## src/bwt_pkg.sv

```systemverilog
// constants, field layout and types of the bus cycle timing unit
`default_nettype none
package bwt_pkg;
  // ===========================================================
  // register offsets (wishbone byte addresses)
  localparam logic [7:0] OFS_BUS_MODE = 8'h00;
  localparam logic [7:0] OFS_IO_CFG = 8'h04;
  localparam logic [7:0] OFS_FLASH_CFG = 8'h08;
  localparam logic [7:0] OFS_Z2_CFG = 8'h0c;
  localparam logic [7:0] OFS_STATUS = 8'h10;
  // ===========================================================
  // reset values
  localparam logic [7:0] RST_BUS_MODE = 8'h07;
  localparam logic [15:0] RST_ZONE_CFG = 16'h069f;
  // ===========================================================
  // zone timing field positions, plus the bus mode early write bit
  localparam int F_WAIT_LO = 0;
  localparam int F_HOLD_LO = 3;
  localparam int F_BURST_EN = 5;
  localparam int F_BURST_WAIT = 6;
  localparam int F_WIDTH = 7;
  localparam int F_POST_IDLE = 9;
  localparam int F_PRE_IDLE = 10;
  localparam int F_FAST_READ = 11;
  localparam int F_EARLY_WRITE = 0;
  // ===========================================================
  // cpu address ranges, inclusive
  localparam logic [23:0] FLASH_PGM_LO = 24'h00_0000;
  localparam logic [23:0] FLASH_PGM_HI = 24'h03_ffff;
  localparam logic [23:0] FLASH_DAT_LO = 24'h0e_0000;
  localparam logic [23:0] FLASH_DAT_HI = 24'h0e_1fff;
  localparam logic [23:0] RAM0_LO = 24'h0e_8000;
  localparam logic [23:0] RAM0_HI = 24'h0e_91ff;
  localparam logic [23:0] RAM1_LO = 24'h0e_c000;
  localparam logic [23:0] RAM1_HI = 24'h0e_ebff;
  localparam logic [23:0] PERI0_LO = 24'h0e_f000;
  localparam logic [23:0] PERI0_HI = 24'h0e_f1ff;
  localparam logic [23:0] PERI1_LO = 24'hff_0000;
  localparam logic [23:0] PERI1_HI = 24'hff_fbff;
  localparam logic [23:0] IOZ_LO = 24'hff_fb00;
  localparam logic [23:0] IOZ_HI = 24'hff_fbff;
  // ===========================================================
  // clock figures
  localparam int CLK_HZ = 25_000_000;
  localparam int FAST_READ_MAX_HZ = 24_000_000;
  localparam logic [5:0] CNT_ONE = 6'h01;
  localparam logic [5:0] PERI_ACC_CYC = 6'h02;
  localparam logic [5:0] PERI_IDLE_CYC = 6'h01;
  // ===========================================================
  // types
  typedef enum logic [2:0] {
    ZN_RAM = 3'h0,
    ZN_FLASH = 3'h1,
    ZN_PERIPH = 3'h2,
    ZN_IO = 3'h3,
    ZN_ZONE2 = 3'h4
  } bwt_zone_e;
  typedef enum logic [1:0] {
    ST_IDLE = 2'b01,
    ST_BUSY = 2'b10
  } bwt_state_e;
endpackage : bwt_pkg
`default_nettype wire

```

## src/bwt_timing.sv

```systemverilog
// bus cycle wait, hold, burst and idle timing unit with wishbone register slave
// Summary of operation
// - zone 2 timing register is 16-bit read/write, resets to 069Fh.
// - wait field adds zero to seven wait cycles, unused under fast read.
// - hold field gives zero to three hold cycles, unused under fast read.
// - burst enable makes word reads from byte-wide I/O and zone 2 zones a burst.
// - burst wait adds one cycle per burst read when burst is active.
// - width bit: 0 means byte-wide zone, 1 means word-wide zone.
// - fast read finishes in one cycle; normal reads take two or more.
// - post-idle adds one idle cycle after a cycle when zone changes.
// - pre-idle adds one idle cycle before a cycle when zone changes.
// - flash ranges take timing from flash zone register and access type.
// - fast flash reads take one cycle, clock limited to 24 MHz; CLK_HZ is 25 MHz here and nothing checks the limit.
// - normal flash read waits field plus one, holds hold field.
// - flash write under fast read: one wait, no hold.
// - flash write normal: field plus one late, plus two early; hold field.
// - on-chip RAM accesses complete in one cycle, after any post-idle cycle left by a zone change.
// - peripherals use one wait and one preliminary idle, no hold.
// - I/O zone range uses the I/O zone register timing.
// - zone 2 register times cycles that drive zone 2 select.
// - early write bit 0 of bus mode register, reset 07h.
`default_nettype none
module bwt_timing
  import bwt_pkg::*;
(
  input wire logic clk,
  input wire logic rst_b,
  input wire logic wb_cyc_i,
  input wire logic wb_stb_i,
  input wire logic wb_we_i,
  input wire logic [7:0] wb_adr_i,
  input wire logic [3:0] wb_sel_i,
  input wire logic [31:0] wb_dat_i,
  output logic [31:0] wb_dat_o,
  output logic wb_ack_o,
  input wire logic cpu_req,
  input wire logic cpu_we,
  input wire logic cpu_word,
  input wire logic [23:0] cpu_addr,
  output logic cpu_ack,
  output logic idle_cycle,
  output logic internal_wait_cycle,
  output logic burst_wait_cycle,
  output logic hold_cycle,
  output logic zone2_select_out
);

  // ===========================================================
  // address decode
  function automatic logic in_range(input logic [23:0] a, input logic [23:0] lo, input logic [23:0] hi);
    in_range = (a >= lo) && (a <= hi);
  endfunction : in_range

  function automatic bwt_zone_e zone_of(input logic [23:0] a);
    // io zone sits inside the peripheral range, so it is tested before the peripheral ranges
    if (in_range(a, FLASH_PGM_LO, FLASH_PGM_HI) || in_range(a, FLASH_DAT_LO, FLASH_DAT_HI))
      zone_of = ZN_FLASH;
    else if (in_range(a, RAM0_LO, RAM0_HI) || in_range(a, RAM1_LO, RAM1_HI))
      zone_of = ZN_RAM;
    else if (in_range(a, IOZ_LO, IOZ_HI))
      zone_of = ZN_IO;
    else if (in_range(a, PERI0_LO, PERI0_HI) || in_range(a, PERI1_LO, PERI1_HI))
      zone_of = ZN_PERIPH;
    else
      zone_of = ZN_ZONE2;
  endfunction : zone_of

  // ===========================================================
  // registers
  logic [7:0] bus_write_mode_cfg_q;
  logic [15:0] io_zone_timing_cfg_q;
  logic [15:0] flash_zone_timing_cfg_q;
  logic [15:0] static_zone2_timing_cfg_q;
  logic wb_ack_q;
  logic [31:0] wb_dat_q;
  logic wb_take;
  logic wb_wr;

  assign wb_take = wb_cyc_i & wb_stb_i & ~wb_ack_q;
  // write lands on the ack edge, while the master still holds its data
  assign wb_wr = wb_cyc_i & wb_stb_i & wb_we_i & wb_ack_q;
  assign wb_ack_o = wb_ack_q;
  assign wb_dat_o = wb_dat_q;

  always_ff @(posedge clk or negedge rst_b)
  begin
    if (!rst_b)
      bus_write_mode_cfg_q <= RST_BUS_MODE;
    else if (wb_wr && wb_adr_i[7:2] == OFS_BUS_MODE[7:2] && wb_sel_i[0])
      bus_write_mode_cfg_q <= wb_dat_i[7:0];
  end

  always_ff @(posedge clk or negedge rst_b)
  begin
    if (!rst_b)
      io_zone_timing_cfg_q <= RST_ZONE_CFG;
    else if (wb_wr && wb_adr_i[7:2] == OFS_IO_CFG[7:2])
    begin
      if (wb_sel_i[0])
        io_zone_timing_cfg_q[7:0] <= wb_dat_i[7:0];
      if (wb_sel_i[1])
        io_zone_timing_cfg_q[15:8] <= wb_dat_i[15:8];
    end
  end

  always_ff @(posedge clk or negedge rst_b)
  begin
    if (!rst_b)
      flash_zone_timing_cfg_q <= RST_ZONE_CFG;
    else if (wb_wr && wb_adr_i[7:2] == OFS_FLASH_CFG[7:2])
    begin
      if (wb_sel_i[0])
        flash_zone_timing_cfg_q[7:0] <= wb_dat_i[7:0];
      if (wb_sel_i[1])
        flash_zone_timing_cfg_q[15:8] <= wb_dat_i[15:8];
    end
  end

  // zone 2 register, full 16 bits kept
  always_ff @(posedge clk or negedge rst_b)
  begin
    if (!rst_b)
      static_zone2_timing_cfg_q <= RST_ZONE_CFG;
    else if (wb_wr && wb_adr_i[7:2] == OFS_Z2_CFG[7:2])
    begin
      if (wb_sel_i[0])
        static_zone2_timing_cfg_q[7:0] <= wb_dat_i[7:0];
      if (wb_sel_i[1])
        static_zone2_timing_cfg_q[15:8] <= wb_dat_i[15:8];
    end
  end

  // ===========================================================
  // cycle planning
  bwt_state_e state_q;
  logic [5:0] pos_q;
  bwt_zone_e prev_zone_q;
  logic prev_post_q;
  logic [5:0] last_total_q;
  bwt_zone_e zone_q;
  logic [5:0] idle_q, acc_q, burst_q, hold_q;
  logic post_q;

  bwt_zone_e zone_d;
  logic [15:0] cfg;
  logic [5:0] idle_d, acc_d, burst_d, hold_d;
  logic post_d;
  logic [5:0] wt, hd;
  logic fast, rd;

  always_comb
  begin
    zone_d = zone_of(cpu_addr);
    rd = ~cpu_we;
    case (zone_d)
      ZN_FLASH: cfg = flash_zone_timing_cfg_q;
      ZN_IO: cfg = io_zone_timing_cfg_q;
      // zone 2 register times zone 2 select cycles
      ZN_ZONE2: cfg = static_zone2_timing_cfg_q;
      default: cfg = 16'h0000;
    endcase
    fast = cfg[F_FAST_READ];
    wt = {3'b000, cfg[F_WAIT_LO +: 3]};
    hd = {4'b0000, cfg[F_HOLD_LO +: 2]};
    idle_d = 6'h00;
    acc_d = CNT_ONE;
    burst_d = 6'h00;
    hold_d = 6'h00;
    post_d = cfg[F_POST_IDLE];
    case (zone_d)
      // ram is single cycle regardless of settings
      ZN_RAM: acc_d = CNT_ONE;
      ZN_FLASH:
      begin
        if (rd && fast)
          // fast flash read in one cycle
          acc_d = CNT_ONE;
        else if (rd)
        begin
          acc_d = 6'(CNT_ONE + wt + CNT_ONE);
          hold_d = hd;
        end
        else if (fast)
          acc_d = 6'(CNT_ONE + CNT_ONE);
        else
        begin
          // late adds one, early adds two
          acc_d = 6'(CNT_ONE + wt + (bus_write_mode_cfg_q[F_EARLY_WRITE] ? 6'h02 : CNT_ONE));
          hold_d = hd;
        end
      end
      ZN_PERIPH:
      begin
        // fixed one wait and preliminary idle
        acc_d = PERI_ACC_CYC;
        idle_d = PERI_IDLE_CYC;
        post_d = 1'b0;
      end
      default:
      begin
        if (rd && fast)
          acc_d = CNT_ONE;
        else
        begin
          // two-cycle base plus waits, then holds
          acc_d = 6'(PERI_ACC_CYC + wt);
          hold_d = hd;
          // byte-wide zone needs two transfers for a word read
          if (rd && cpu_word && !cfg[F_WIDTH])
          begin
            // burst fetches the second byte in one cycle, two with burst wait set
            if (cfg[F_BURST_EN])
              burst_d = 6'(CNT_ONE + {5'b00000, cfg[F_BURST_WAIT]});
            else
            begin
              acc_d = 6'(acc_d << 1);
              hold_d = 6'(hd << 1);
            end
          end
        end
      end
    endcase
    // extra idle only on a change of zone; peripherals always have one
    if (zone_d != prev_zone_q)
    begin
      // post-idle of previous plus pre-idle of current
      if (zone_d != ZN_PERIPH)
        idle_d = 6'({5'b00000, prev_post_q} + {5'b00000, cfg[F_PRE_IDLE]});
      else
        idle_d = 6'(PERI_IDLE_CYC + {5'b00000, prev_post_q});
    end
  end

  // ===========================================================
  // sequencer
  logic busy;
  logic active;
  logic [5:0] c_idle, c_acc, c_burst, c_hold, total, e_acc, e_burst;
  bwt_zone_e c_zone;
  logic c_post;
  logic last;

  // the first cycle is the request cycle itself, so a one-cycle access
  // acks combinationally; the cpu must hold address until ack
  assign busy = (state_q == ST_BUSY);
  assign active = busy | cpu_req;
  assign c_idle = busy ? idle_q : idle_d;
  assign c_acc = busy ? acc_q : acc_d;
  assign c_burst = busy ? burst_q : burst_d;
  assign c_hold = busy ? hold_q : hold_d;
  assign c_zone = busy ? zone_q : zone_d;
  assign c_post = busy ? post_q : post_d;
  assign e_acc = 6'(c_idle + c_acc);
  assign e_burst = 6'(e_acc + c_burst);
  assign total = 6'(e_burst + c_hold);
  assign last = (pos_q == 6'(total - CNT_ONE));

  assign cpu_ack = active & last;
  assign idle_cycle = active & (pos_q < c_idle);
  assign internal_wait_cycle = active & (pos_q > c_idle) & (pos_q < e_acc);
  assign burst_wait_cycle = active & (pos_q >= e_acc) & (pos_q < e_burst);
  assign hold_cycle = active & (pos_q >= e_burst);
  assign zone2_select_out = active & (c_zone == ZN_ZONE2) & ~idle_cycle;

  always_ff @(posedge clk or negedge rst_b)
  begin
    if (!rst_b)
    begin
      state_q <= ST_IDLE;
      pos_q <= 6'h00;
    end
    else
    begin
      case (state_q)
        ST_IDLE:
        begin
          if (cpu_req && !last)
          begin
            state_q <= ST_BUSY;
            pos_q <= CNT_ONE;
          end
        end
        ST_BUSY:
        begin
          if (last)
          begin
            state_q <= ST_IDLE;
            pos_q <= 6'h00;
          end
          else
            pos_q <= 6'(pos_q + CNT_ONE);
        end
        default:
        begin
          state_q <= ST_IDLE;
          pos_q <= 6'h00;
        end
      endcase
    end
  end

  // plan frozen for the length of the cycle
  always_ff @(posedge clk or negedge rst_b)
  begin
    if (!rst_b)
    begin
      idle_q <= 6'h00;
      acc_q <= 6'h00;
      burst_q <= 6'h00;
      hold_q <= 6'h00;
      zone_q <= ZN_RAM;
      post_q <= 1'b0;
    end
    else if (state_q == ST_IDLE && cpu_req)
    begin
      idle_q <= idle_d;
      acc_q <= acc_d;
      burst_q <= burst_d;
      hold_q <= hold_d;
      zone_q <= zone_d;
      post_q <= post_d;
    end
  end

  // remember zone of the finished cycle
  always_ff @(posedge clk or negedge rst_b)
  begin
    if (!rst_b)
    begin
      prev_zone_q <= ZN_RAM;
      prev_post_q <= 1'b0;
      last_total_q <= 6'h00;
    end
    else if (cpu_ack)
    begin
      prev_zone_q <= c_zone;
      prev_post_q <= c_post;
      last_total_q <= total;
    end
  end

  // ===========================================================
  // wishbone read and ack
  always_ff @(posedge clk or negedge rst_b)
  begin
    if (!rst_b)
    begin
      wb_ack_q <= 1'b0;
      wb_dat_q <= 32'h0000_0000;
    end
    else
    begin
      wb_ack_q <= wb_take;
      if (wb_take)
      begin
        // unmapped addresses ack with zero data
        case (wb_adr_i[7:2])
          OFS_BUS_MODE[7:2]: wb_dat_q <= {24'h00_0000, bus_write_mode_cfg_q};
          OFS_IO_CFG[7:2]: wb_dat_q <= {16'h0000, io_zone_timing_cfg_q};
          OFS_FLASH_CFG[7:2]: wb_dat_q <= {16'h0000, flash_zone_timing_cfg_q};
          OFS_Z2_CFG[7:2]: wb_dat_q <= {16'h0000, static_zone2_timing_cfg_q};
          OFS_STATUS[7:2]: wb_dat_q <= {21'h00_0000, busy, prev_zone_q, prev_post_q, last_total_q};
          default: wb_dat_q <= 32'h0000_0000;
        endcase
      end
    end
  end

endmodule : bwt_timing
`default_nettype wire

```

## config.mk

```make
export PLATFORM = sky130hd
export DESIGN_NAME = bwt_timing
export DESIGN_NICKNAME = d
export VERILOG_FILES = /design/src/bwt_pkg.sv /design/src/bwt_timing.sv
export SDC_FILE = /design/constraint.sdc
export NUM_CORES = 1
export LEC_CHECK = 0
export BUFFER_PORTS_ARGS = -buffer_cell sky130_fd_sc_hd__buf_4
export CORE_MARGIN = 2
export CORE_UTILIZATION = 30
export DETAILED_ROUTE_END_ITERATION = 7
export GPL_TIMING_DRIVEN = 1
export PLACE_DENSITY = 0.52
export SYNTH_ARGS = -nofsm -noshare
export SYNTH_HDL_FRONTEND = slang
export SYNTH_SLANG_ARGS = --single-unit
```

## constraint.sdc

```tcl
create_clock -name clk -period 13.8 [get_ports clk]
set_input_delay 0.69 -clock clk [delete_from_list [all_inputs] [get_ports clk]]
set_output_delay 0.69 -clock clk [all_outputs]
set_load 0.05 [all_outputs]
```

==> results of run 1 <==
## where the power goes
part	switching, mW	total (mW)	internal, mW
sequential	0.0175	0.351	0.333
clock	0.146	0.282	0.136
combinational	0.152	0.247	0.0951
## area by class of cell
class | instances | area share [%]
clock buffers | 9 | 2.71
clock inverters | 7 | 1.19
inverters | 28 | 1.27
multi-input cells | 551 | 49.6
flip-flops and latches | 107 | 32.7
well taps | 319 | 4.80
repair buffers | 86 | 7.77
## cell usage after synthesis (all sizes together), types with 5 or more instances
master | instances | area (sq um)
dfrtp | 79 | 1980
or3 | 5 | 31.3
nand4b | 5 | 58.8
or2 | 6 | 40.0
a221o | 6 | 60.1
nor2 | 39 | 146
mux2i | 5 | 62.6
buf | 19 | 140
a31oi | 5 | 31.3
a22oi | 18 | 135
and2 | 5 | 31.3
dfstp | 28 | 736
nor3 | 10 | 61.3
xor2 | 7 | 61.3
ha | 31 | 388
mux2 | 75 | 875
nand2 | 76 | 290
a222oi | 11 | 110
nor2b | 5 | 31.3
clkbuf | 24 | 91.3
a22o | 6 | 52.6
and3 | 7 | 43.8
nand4 | 9 | 62.6
a21oi | 42 | 210
nand3 | 25 | 125
a21o | 13 | 97.6
or4 | 5 | 45.0
o21ai | 35 | 175
inv | 28 | 105
nor4 | 8 | 56.3
xnor2 | 15 | 139
## worst register-to-register path, delay by kind of cell (launching register included)
| family | cells | cell delay [ps] |
|---|---|---|
| AO/OA/AOI/OAI | 3 | 920 |
| XOR/XNOR | 2 | 340 |
| adder cells (fa/ha/maj) | 6 | 2560 |
| buffers and inverters | 5 | 450 |
| flip-flops | 1 | 390 |
| multiplexers | 2 | 650 |
| AND/OR/NAND/NOR | 6 | 1250 |
## worst max path at each step
stage	from	to	slack, ps	cells past startpoint
floorplan	cpu_addr[22]	cpu_ack	5820	29
finish	cpu_addr[22]	cpu_ack	4840	29
global route	cpu_addr[16]	cpu_ack	4420	29
global placement	cpu_addr[22]	cpu_ack	4890	29
detailed placement	cpu_addr[22]	cpu_ack	4860	29
CTS	cpu_addr[22]	cpu_ack	4850	29
## cells in the final DEF (no fill, tap or decap), types with 4 or more instances in the layout
cell type  synthesis  layout
buf_4             16      86
dfrtp_1           79      79
nand2_1           74      74
mux2_2            67      67
a21oi_1           42      42
nor2_1            39      39
o21ai_0           32      32
ha_1              31      31
inv_1             28      28
dfstp_2           28      28
nand3_1           25      25
a22oi_1           18      18
conb_1             1      16
xnor2_1           14      14
a21o_1            13      13
a222oi_1          11      11
clkbuf_16          0       9
nand4_1            8       8
nor3_1             9       8
mux2_4             8       8
and3_1             7       7
xor2_1             7       7
nor4_1             7       6
a221o_1            6       6
a22o_1             6       6
or3_1              5       5
nor2b_1            5       5
a31oi_1            5       5
nand4b_1           4       4
or2_2              4       4
and2_1             4       4
o211ai_1           4       4
mux2i_1            4       4
fa_1               4       4
## state kept, by name, summed over array words and instances (netlist names)
register	flops
state_q	2
burst_q	2
pos_q	6
io_zone_timing_cfg_q	16
bus_write_mode_cfg_q	8
hold_q	3
zone_q	3
static_zone2_timing_cfg_q	16
post_q	1
acc_q	5
last_total_q	6
wb_ack_o	1
idle_q	2
flash_zone_timing_cfg_q	16
wb_dat_o	16
prev_post_q	1
prev_zone_q	3
## kinds of logic (layout without fill, tap and decap cells)
kind of cell / count (synthesis) / in the layout / synth area share [%]
mux: 80 / 80 / 13.2
xor+xnor: 23 / 23 / 3.14
fa+ha+maj: 35 / 35 / 6.59
flops: 107 / 107 / 38.2
buf+inv: 71 / 130 / 4.74
simple gates: 216 / 216 / 15.9
compound gates: 181 / 181 / 18.2
other cells: 1 / 16 / 0.0528
## through the flow
| stage | total power, mW | cells | util, % |
|---|---|---|---|
| 3_3_place_gp | 0.603 | 1091 | 34.2 |
| 6_report | 0.880 | 1107 | 35.6 |
| 5_1_grt | 0.933 | 1107 | 35.6 |
| 3_5_place_dp | 0.604 | 1091 | 34.2 |
| 2_1_floorplan | 0.536 | 729 | - |
| 4_1_cts | 0.891 | 1107 | 35.6 |
## routing by layer
metal,share of wire (%),vias up
li1,-,2763
met1,47,2819
met2,46,128
met3,5.2,15
met4,1.3,0
met5,0,-
==> run_results.csv, run 1 <==
group,metric,value,unit
clock_tree,cts_max_level,3,
sta,fmax,112,MHz
clock_tree,ctsHoldBuffers,0,
global_route,grt_antenna_before_repair,0,
synth,synth_edf_count,0,
power_and_ir_drop,power.leakage,3.77,nW
global_route,use_met3,3.61,%
worst_hold_path,min_path_type,"primary input to asynchronous set/reset pin",
synth,async_reset_ff_share,100,%
placed_design,place_area,0.00798,sq mm
setup_path,crit_path_end_kind,"primary output",
synth,ys_warn_count,0,
power_and_ir_drop,p_per_area,106,mW/mm^2
setup_path,cp_slowest_cell,"or4_1",
floorplan,die_area,0.0249,sq mm
setup_path,startpoint_type,"primary input",
sta,max_slew_margin,33.2,%
route,dr.pass1.iters,5,
global_route,grt_start_max_net_pins,67,
synth,synth-seq-cells,107,
sta,fin_crit,8960,ps
clock_tree,cts_resized,0,
clock_tree,cts_tree,"yes",
route,wire_per_inst,17.7,microns
layout,areaGrowthSynthToFinish,17.0,%
clock_tree,cts_sinks,107,
global_route,use_met1,22.7,%
route,vias,5725,
route,wl,19600,microns
layout,nFillCells,2390,
clock_tree,clk_pin_slew,90,ps
floorplan,fp.dieH,158,microns
placed_design,gp_congestion,0.776,
clock_tree,numCtsBuffers,9,
layout,multi_input_area,0.00412,sq mm
synth,netlist_area,0.00710,sq mm
synth,seq_area_frac_synth,38.2,%
sta,hold_viol,0,
setup_path,path_class,"primary input to primary output",
setup_path,critPathMaxStageDelay,660,ps
sta,tns,0,ps
sta,finalCritPeriodShare,64.9,%
sta,setup_ws,4840,ps
setup_path,timing.rr.start,"flash_zone_timing_cfg_q[0]",
route,vias_per_cell,5.17,
placed_design,post-place-ws,4860,ps
synth,synthCells,714,
flow_run,cap_violations,0,
floorplan,num_rows,56,
setup_path,crit_path_max_fanout,11,
run_status,status,"complete, no violations",
sta,worst_pin_slew,1000,ps
route,drtAntennaViolNets,0,
synth,synthDistinctLibCells,85,
floorplan,die-width,158,microns
layout,seq_area,0.00271,sq mm
layout,fin_nets,894,
clock_tree,clk_latency,370,ps
sta,slew_violations,0,
sta,grt_setup_unrepaired,"false",
global_route,grt_pass1_wl,32000,microns
global_route,track_usage,16.5,%
clock_tree,cts_setup_buffers,0,
sta,holdWs,295,ps
setup_path,critPathTopFamily,"adder cells",
sta,finalSetupViolations,0,
setup_path,cp.arrival,8270,ps
setup_path,worstReg2RegEnd,"prev_zone_q[0]",
placed_design,numPortBuffers,78,
global_route,grt_use_met2,26.5,%
route,drc,0,
global_route,gr-total-overflow,0,
synth,synth-main-ff-cell,"dfrtp_1",
global_route,busiest_layer,"met2",
power_and_ir_drop,irDropWorstVdd,72.7,uV
setup_path,reg2reg_slack,7150,ps
clock_tree,cts_root_buffer,"clkbuf_16",
clock_tree,cts_buffer_depth,2,
floorplan,core,0.0233,sq mm
sta,finalClockSkew,24.6,ps
layout,layout-drive-gt1-share,29.2,%
placed_design,dp_hpwl,14400,microns
setup_path,path_common_cell,"inv_1",
route,drt_iter0_drc,311,
floorplan,initial_core_util,30.4,%
floorplan,pin_count,115,
synth,syn_area_per_cell,9.95,sq um
layout,antenna_cells,0,
setup_path,required,13110,ps
global_route,grt_pass1_vias,5750,
setup_path,worst-r2r-cell-count,24,
setup_path,crit_buf_inv,8,
layout,final_area,0.00831,sq mm
Note: power is estimated with default switching activity, not from simulation.
==> run 2, diff against run 1 <==
--- a/config.mk
+++ b/config.mk
@@ -5,6 +5,7 @@
 export SDC_FILE = /design/constraint.sdc
 export NUM_CORES = 1
 export LEC_CHECK = 0
+export ABC_AREA = 1
 export BUFFER_PORTS_ARGS = -buffer_cell sky130_fd_sc_hd__buf_4
 export CORE_MARGIN = 2
 export CORE_UTILIZATION = 30
==> constraint.sdc (replaced) <==
create_clock -name clk -period 8.79 [get_ports clk]
set_input_delay 0.4395 -clock clk [delete_from_list [all_inputs] [get_ports clk]]
set_output_delay 0.4395 -clock clk [all_outputs]
set_load 0.05 [all_outputs]
==> run_results.csv, run 2 <==
group,metric,value,unit
global_route,gr-total-overflow,0,
layout,layout-drive-gt1-share,17.3,%
flow_run,cap_violations,0,
global_route,grt_antenna_before_repair,0,
global_route,track_usage,16.2,%
synth,seq_area_frac_synth,38.7,%
synth,yosys.area.top_type_share,28.2,%
clock_tree,clk_latency,350,ps
floorplan,num_rows,55,
sta,finalSetupViolations,0,
placed_design,numPortBuffers,78,
layout,mostFrequentLayoutCells,"nand2_1 (299), o21ai_0 (110), inv_1 (107), buf_4 (86), dfrtp_1 (79)",
route,m1WireLength,9810,microns
synth,yosys.area.top_type,"dfrtp_1",
power_and_ir_drop,irDropWorstVdd,134,uV
setup_path,crit_path_max_fanout,16,
floorplan,fp.dieH,157,microns
setup_path,critPathTopFamily,"simple AND/OR/NAND/NOR gates",
synth,netlist_area,0.00701,sq mm
setup_path,critPathMaxStageDelay,540,ps
sta,max_slew_margin,45.1,%
layout,antenna_cells,0,
setup_path,worst-r2r-cell-count,32,
route,vias,6309,
sta,hold_viol,0,
route,highest_layer,"met4",
route,drc,0,
sta,slew_violations,0,
synth,synth_edf_count,0,
sta,setup_ws,1060,ps
worst_hold_path,min_path_type,"primary input to asynchronous set/reset pin",
placed_design,gp_congestion,0.811,
synth,synthCells,963,
layout,multi_input_area,0.00371,sq mm
setup_path,reg2reg_slack,2080,ps
setup_path,timing.rr.start,"io_zone_timing_cfg_q[0]",
clock_tree,cts_buffer_depth,2,
sta,finalCritPeriodShare,88.0,%
setup_path,cp.arrival,7290,ps
clock_tree,cts_setup_buffers,0,
clock_tree,cts_tree,"yes",
route,dr.pass1.iters,5,
clock_tree,cts_max_level,3,
floorplan,pin_count,115,
setup_path,required,8350,ps
synth,ys_warn_count,0,
power_and_ir_drop,power.leakage,3.91,nW
sta,tns,0,ps
synth,async_reset_ff_share,100,%
global_route,grt_pass1_wl,31700,microns
synth,yosys-top-cells-area,"dfrtp_1 (28%), nand2_1 (16%), dfstp_2 (10%)",
sta,grt_setup_unrepaired,"false",
setup_path,crit_path_end_kind,"primary output",
floorplan,initial_core_util,30.8,%
synth,syn_area_per_cell,7.28,sq um
sta,finalClockSkew,17.1,ps
layout,seq_area,0.00271,sq mm
synth,synthDistinctLibCells,48,
run_status,status,"complete, no violations",
layout,fin_nets,1148,
clock_tree,ctsHoldBuffers,0,
placed_design,dp_hpwl,14100,microns
synth,synth-main-ff-cell,"dfrtp_1",
clock_tree,cts_resized,0,
clock_tree,numCtsBuffers,9,
setup_path,path_class,"primary input to primary output",
route,wl,19100,microns
route,wl_met2,8550,microns
sta,fin_crit,7730,ps
placed_design,post-place-ws,981,ps
route,drt_iter0_drc,346,
clock_tree,clk_pin_slew,60,ps
synth,synthTopCellsByCount,"nand2_1 (299), o21ai_0 (110), inv_1 (107)",
global_route,grt_start_max_net_pins,55,
setup_path,worstReg2RegEnd,"last_total_q[0]",
setup_path,cp_slowest_cell,"fa_1",
layout,areaGrowthSynthToFinish,16.9,%
route,vias_per_cell,4.66,
setup_path,crit_buf_inv,7,
synth,yosysMostFrequentCell,"nand2_1",
power_and_ir_drop,p_per_area,175,mW/mm^2
sta,worst_pin_slew,821,ps
clock_tree,cts_sinks,107,
route,wire_per_inst,14.1,microns
layout,nFillCells,2472,
global_route,grt_pass1_vias,6076,
route,wl_met3,597,microns
synth,synth-seq-cells,107,
floorplan,core,0.0228,sq mm
route,drtAntennaViolNets,0,
setup_path,startpoint_type,"primary input",
floorplan,die-width,157,microns
floorplan,die_area,0.0246,sq mm
sta,fmax,129,MHz
clock_tree,cts_root_buffer,"clkbuf_16",
layout,final_common_cell,"nand2_1",
[run 2: cell count changes after synthesis, moves of 8 or more]
cell,change
nor2_1,+26
nand3_1,+35
nand2_1,+225
a222oi_1,-11
mux2_2,-67
o21ai_0,+78
a21o_1,-12
mux2_4,-8
nand2_2,+14
xnor2_1,-14
inv_1,+79
a21oi_1,-14
a22oi_1,-11
[run 2: area by class of cell]
class | count | area share, %
Timing Repair Buffer | 86 | 7.87
Inverter | 115 | 5.32
Clock buffer | 12 | 3.00
Sequential cell | 107 | 33.1
Clock inverter | 4 | 0.702
Multi-Input combinational cell | 718 | 45.3
Tap cell | 313 | 4.77
[run 2: logic make-up after synthesis]
| logic type | share of synthesized area (%) |
|---|---|
| flip-flops | 38.7 |
| buffers and inverters | 9.35 |
| other | 0.0535 |
| AO/OA/AOI/OAI | 14.9 |
| AND/OR/NAND/NOR | 29.9 |
| adder cells (fa/ha/maj) | 6.67 |
| XOR/XNOR | 0.499 |
[run 2: how the worst max path moves through the flow]
stage                             from      end  slack, ps  cells past startpoint
after CTS                 cpu_addr[22]  cpu_ack        950                     36
after detailed placement  cpu_addr[22]  cpu_ack        980                     36
after global placement    cpu_addr[22]  cpu_ack       1040                     36
after floorplan           cpu_addr[23]  cpu_ack       2320                     37
final                     cpu_addr[22]  cpu_ack       1060                     36
after global routing      cpu_addr[22]  cpu_ack        220                     36
[run 2: worst reg2reg max path, delay by kind of cell (launching register included)]
family | cells | cell delay [ps]
DFF | 1 | 530
and+or+nand+nor | 11 | 1470
AOI/OAI and AO/OA | 7 | 1560
buffers and inverters | 7 | 700
adders and majority gates | 5 | 2030
xor gates and xnor gates | 2 | 270
[run 2: per-layer routing]
metal,up-vias,global-route usage [%]
li1,3260,-
met1,2922,23.5
met2,118,25.8
met3,9,2.42
met4,0,3.23
met5,-,0
[run 2: through the flow]
stage / util [%] / cell area, sq um / instances / total power [mW] / hold slack [ps]
floorplan: - / 7070 / 978 / 0.897 / 144
global placement: 34.7 / 7900 / 1339 / 1.02 / 463
detailed placement: 34.7 / 7900 / 1339 / 1.02 / 466
CTS: 36.0 / 8200 / 1355 / 1.45 / 164
global route: 36.0 / 8200 / 1355 / 1.53 / 186
finish: 36.0 / 8200 / 1355 / 1.44 / 136
[run 2: where the power goes]
part | switching [mW] | internal, mW | total (mW)
clock | 0.191 | 0.233 | 0.424
combinational | 0.314 | 0.141 | 0.455
sequential | 0.0281 | 0.532 | 0.560
==> run 3, diff against run 2 <==
==> constraint.sdc (replaced) <==
create_clock -name clk -period 8.35 [get_ports clk]
set_input_delay 0.4175 -clock clk [delete_from_list [all_inputs] [get_ports clk]]
set_output_delay 0.4175 -clock clk [all_outputs]
set_load 0.05 [all_outputs]
==> run_results.csv, run 3 (same netlist as run 2, synthesis figures left out) <==
group,metric,value,unit
run_status,status,"complete, no violations",
global_route,gr-total-overflow,0,
sta,finalSetupViolations,0,
clock_tree,cts_root_buffer,"clkbuf_16",
placed_design,numPortBuffers,78,
floorplan,die_area,0.0246,sq mm
layout,fin_nets,1147,
setup_path,reg2reg_slack,1660,ps
setup_path,crit_path_end_kind,"primary output",
sta,finalCritPeriodShare,90.9,%
sta,tns,0,ps
floorplan,die-width,157,microns
layout,layout-drive-gt1-share,17.4,%
layout,antenna_cells,0,
route,dr.pass1.iters,5,
route,wl,19000,microns
sta,max_slew_margin,37.8,%
flow_run,cap_violations,0,
worst_hold_path,min_path_type,"primary input to asynchronous set/reset pin",
floorplan,initial_core_util,30.8,%
setup_path,timing.rr.start,"io_zone_timing_cfg_q[0]",
placed_design,post-place-ws,798,ps
placed_design,gp_congestion,0.797,
floorplan,fp.dieH,157,microns
global_route,grt_pass1_vias,6036,
setup_path,startpoint_type,"primary input",
sta,finalClockSkew,14.1,ps
clock_tree,cts_buffer_depth,2,
sta,setup_ws,760,ps
clock_tree,clk_pin_slew,80,ps
sta,hold_viol,0,
layout,finalNonFillerCells,1354,
global_route,grt_antenna_before_repair,0,
layout,areaGrowthSynthToFinish,17.1,%
setup_path,required,7930,ps
setup_path,critPathMaxStageDelay,550,ps
global_route,track_usage,16.4,%
sta,grt_setup_unrepaired,"false",
setup_path,crit_start,"cpu_addr[15]",
setup_path,cp_slowest_cell,"fa_1",
layout,nFillCells,2472,
layout,final_common_cell,"nand2_1",
sta,worst_pin_slew,930,ps
layout,mostFrequentLayoutCells,"nand2_1 (299), o21ai_0 (110), inv_1 (107), buf_4 (85), dfrtp_1 (79)",
global_route,grt_start_max_net_pins,56,
clock_tree,cts_max_level,3,
clock_tree,numCtsBuffers,9,
clock_tree,cts_setup_buffers,0,
route,vias,6223,
clock_tree,cts_tree,"yes",
sta,holdWs,98.5,ps
floorplan,pin_count,115,
clock_tree,ctsHoldBuffers,0,
layout,final_util,36.1,%
route,wire_per_inst,14.1,microns
placed_design,dp_hpwl,14200,microns
power_and_ir_drop,power.leakage,3.91,nW
clock_tree,clk_latency,370,ps
floorplan,num_rows,55,
sta,fin_crit,7590,ps
setup_path,worst-r2r-cell-count,32,
route,drt_iter0_drc,333,
setup_path,crit_path_max_fanout,7,
setup_path,worstReg2RegEnd,"last_total_q[0]",
setup_path,path_common_cell,"nand2_1",
placed_design,dp_cells,1338,
clock_tree,cts_resized,0,
power_and_ir_drop,irDropWorstVdd,91.3,uV
global_route,grt_pass1_wl,31900,microns
sta,slew_violations,0,
sta,fmax,132,MHz
route,drc,0,
power_and_ir_drop,p_per_area,185,mW/mm^2
route,vias_per_cell,4.60,
setup_path,cp.arrival,7170,ps
setup_path,cp-endpoint,"cpu_ack",
clock_tree,cts_sinks,107,
floorplan,core,0.0228,sq mm
route,drtAntennaViolNets,0,
setup_path,path_class,"primary input to primary output",
run 3: cell count changes in the layout (fill, tap and decap cells not counted), sizes merged:
cell,change
clkbuf,-3
clkinv,+3
buf,-1
bufinv,-1
inv,+1
run 3: power breakdown:
| group | internal [mW] | total (mW) | switching (mW) |
|---|---|---|---|
| Sequential | 0.560 | 0.589 | 0.0290 |
| Combinational | 0.149 | 0.482 | 0.334 |
| Clock | 0.217 | 0.446 | 0.230 |
run 3: stage by stage:
stage	power [mW]	cell area, sq um
after floorplan	0.945	7070
after global placement	1.08	7900
after detailed placement	1.08	7900
after CTS	1.54	8210
after global routing	1.62	8210
final	1.52	8210
run 3: area by class of cell:
cell class                      count  area, sq um  area share, %
Clock buffer                        9          225           2.74
Clock inverter                      7         90.1           1.10
Inverter                          115          437           5.32
Multi-Input combinational cell    718         3720           45.3
Sequential cell                   107         2710           33.0
Tap cell                          313          392           4.77
Timing Repair Buffer               85          638           7.77
run 3: how the worst min path moves through the flow:
stage                               to
after floorplan               acc_q[0]
after global placement      burst_q[1]
after detailed placement  wb_dat_o[13]
after CTS                     acc_q[3]
after global routing          acc_q[3]
final                         acc_q[3]
run 3: worst max-delay path: cells and delay by family:
family | cells | cell delay (ps)
AND/OR/NAND/NOR | 15 | 2190
buffers and inverters | 8 | 920
AO/OA/AOI/OAI | 5 | 1320
adder cells (fa/ha/maj) | 5 | 2060
XOR/XNOR | 2 | 260
run 3: per-layer routing:
layer | global-route usage (%) | vias to the layer above | part of all wire (%)
li1 | - | 3240 | -
met1 | 23.8 | 2855 | 51
met2 | 25.6 | 109 | 44
met3 | 2.12 | 19 | 3.3
met4 | 4.28 | 0 | 1.3
met5 | 0 | - | 0
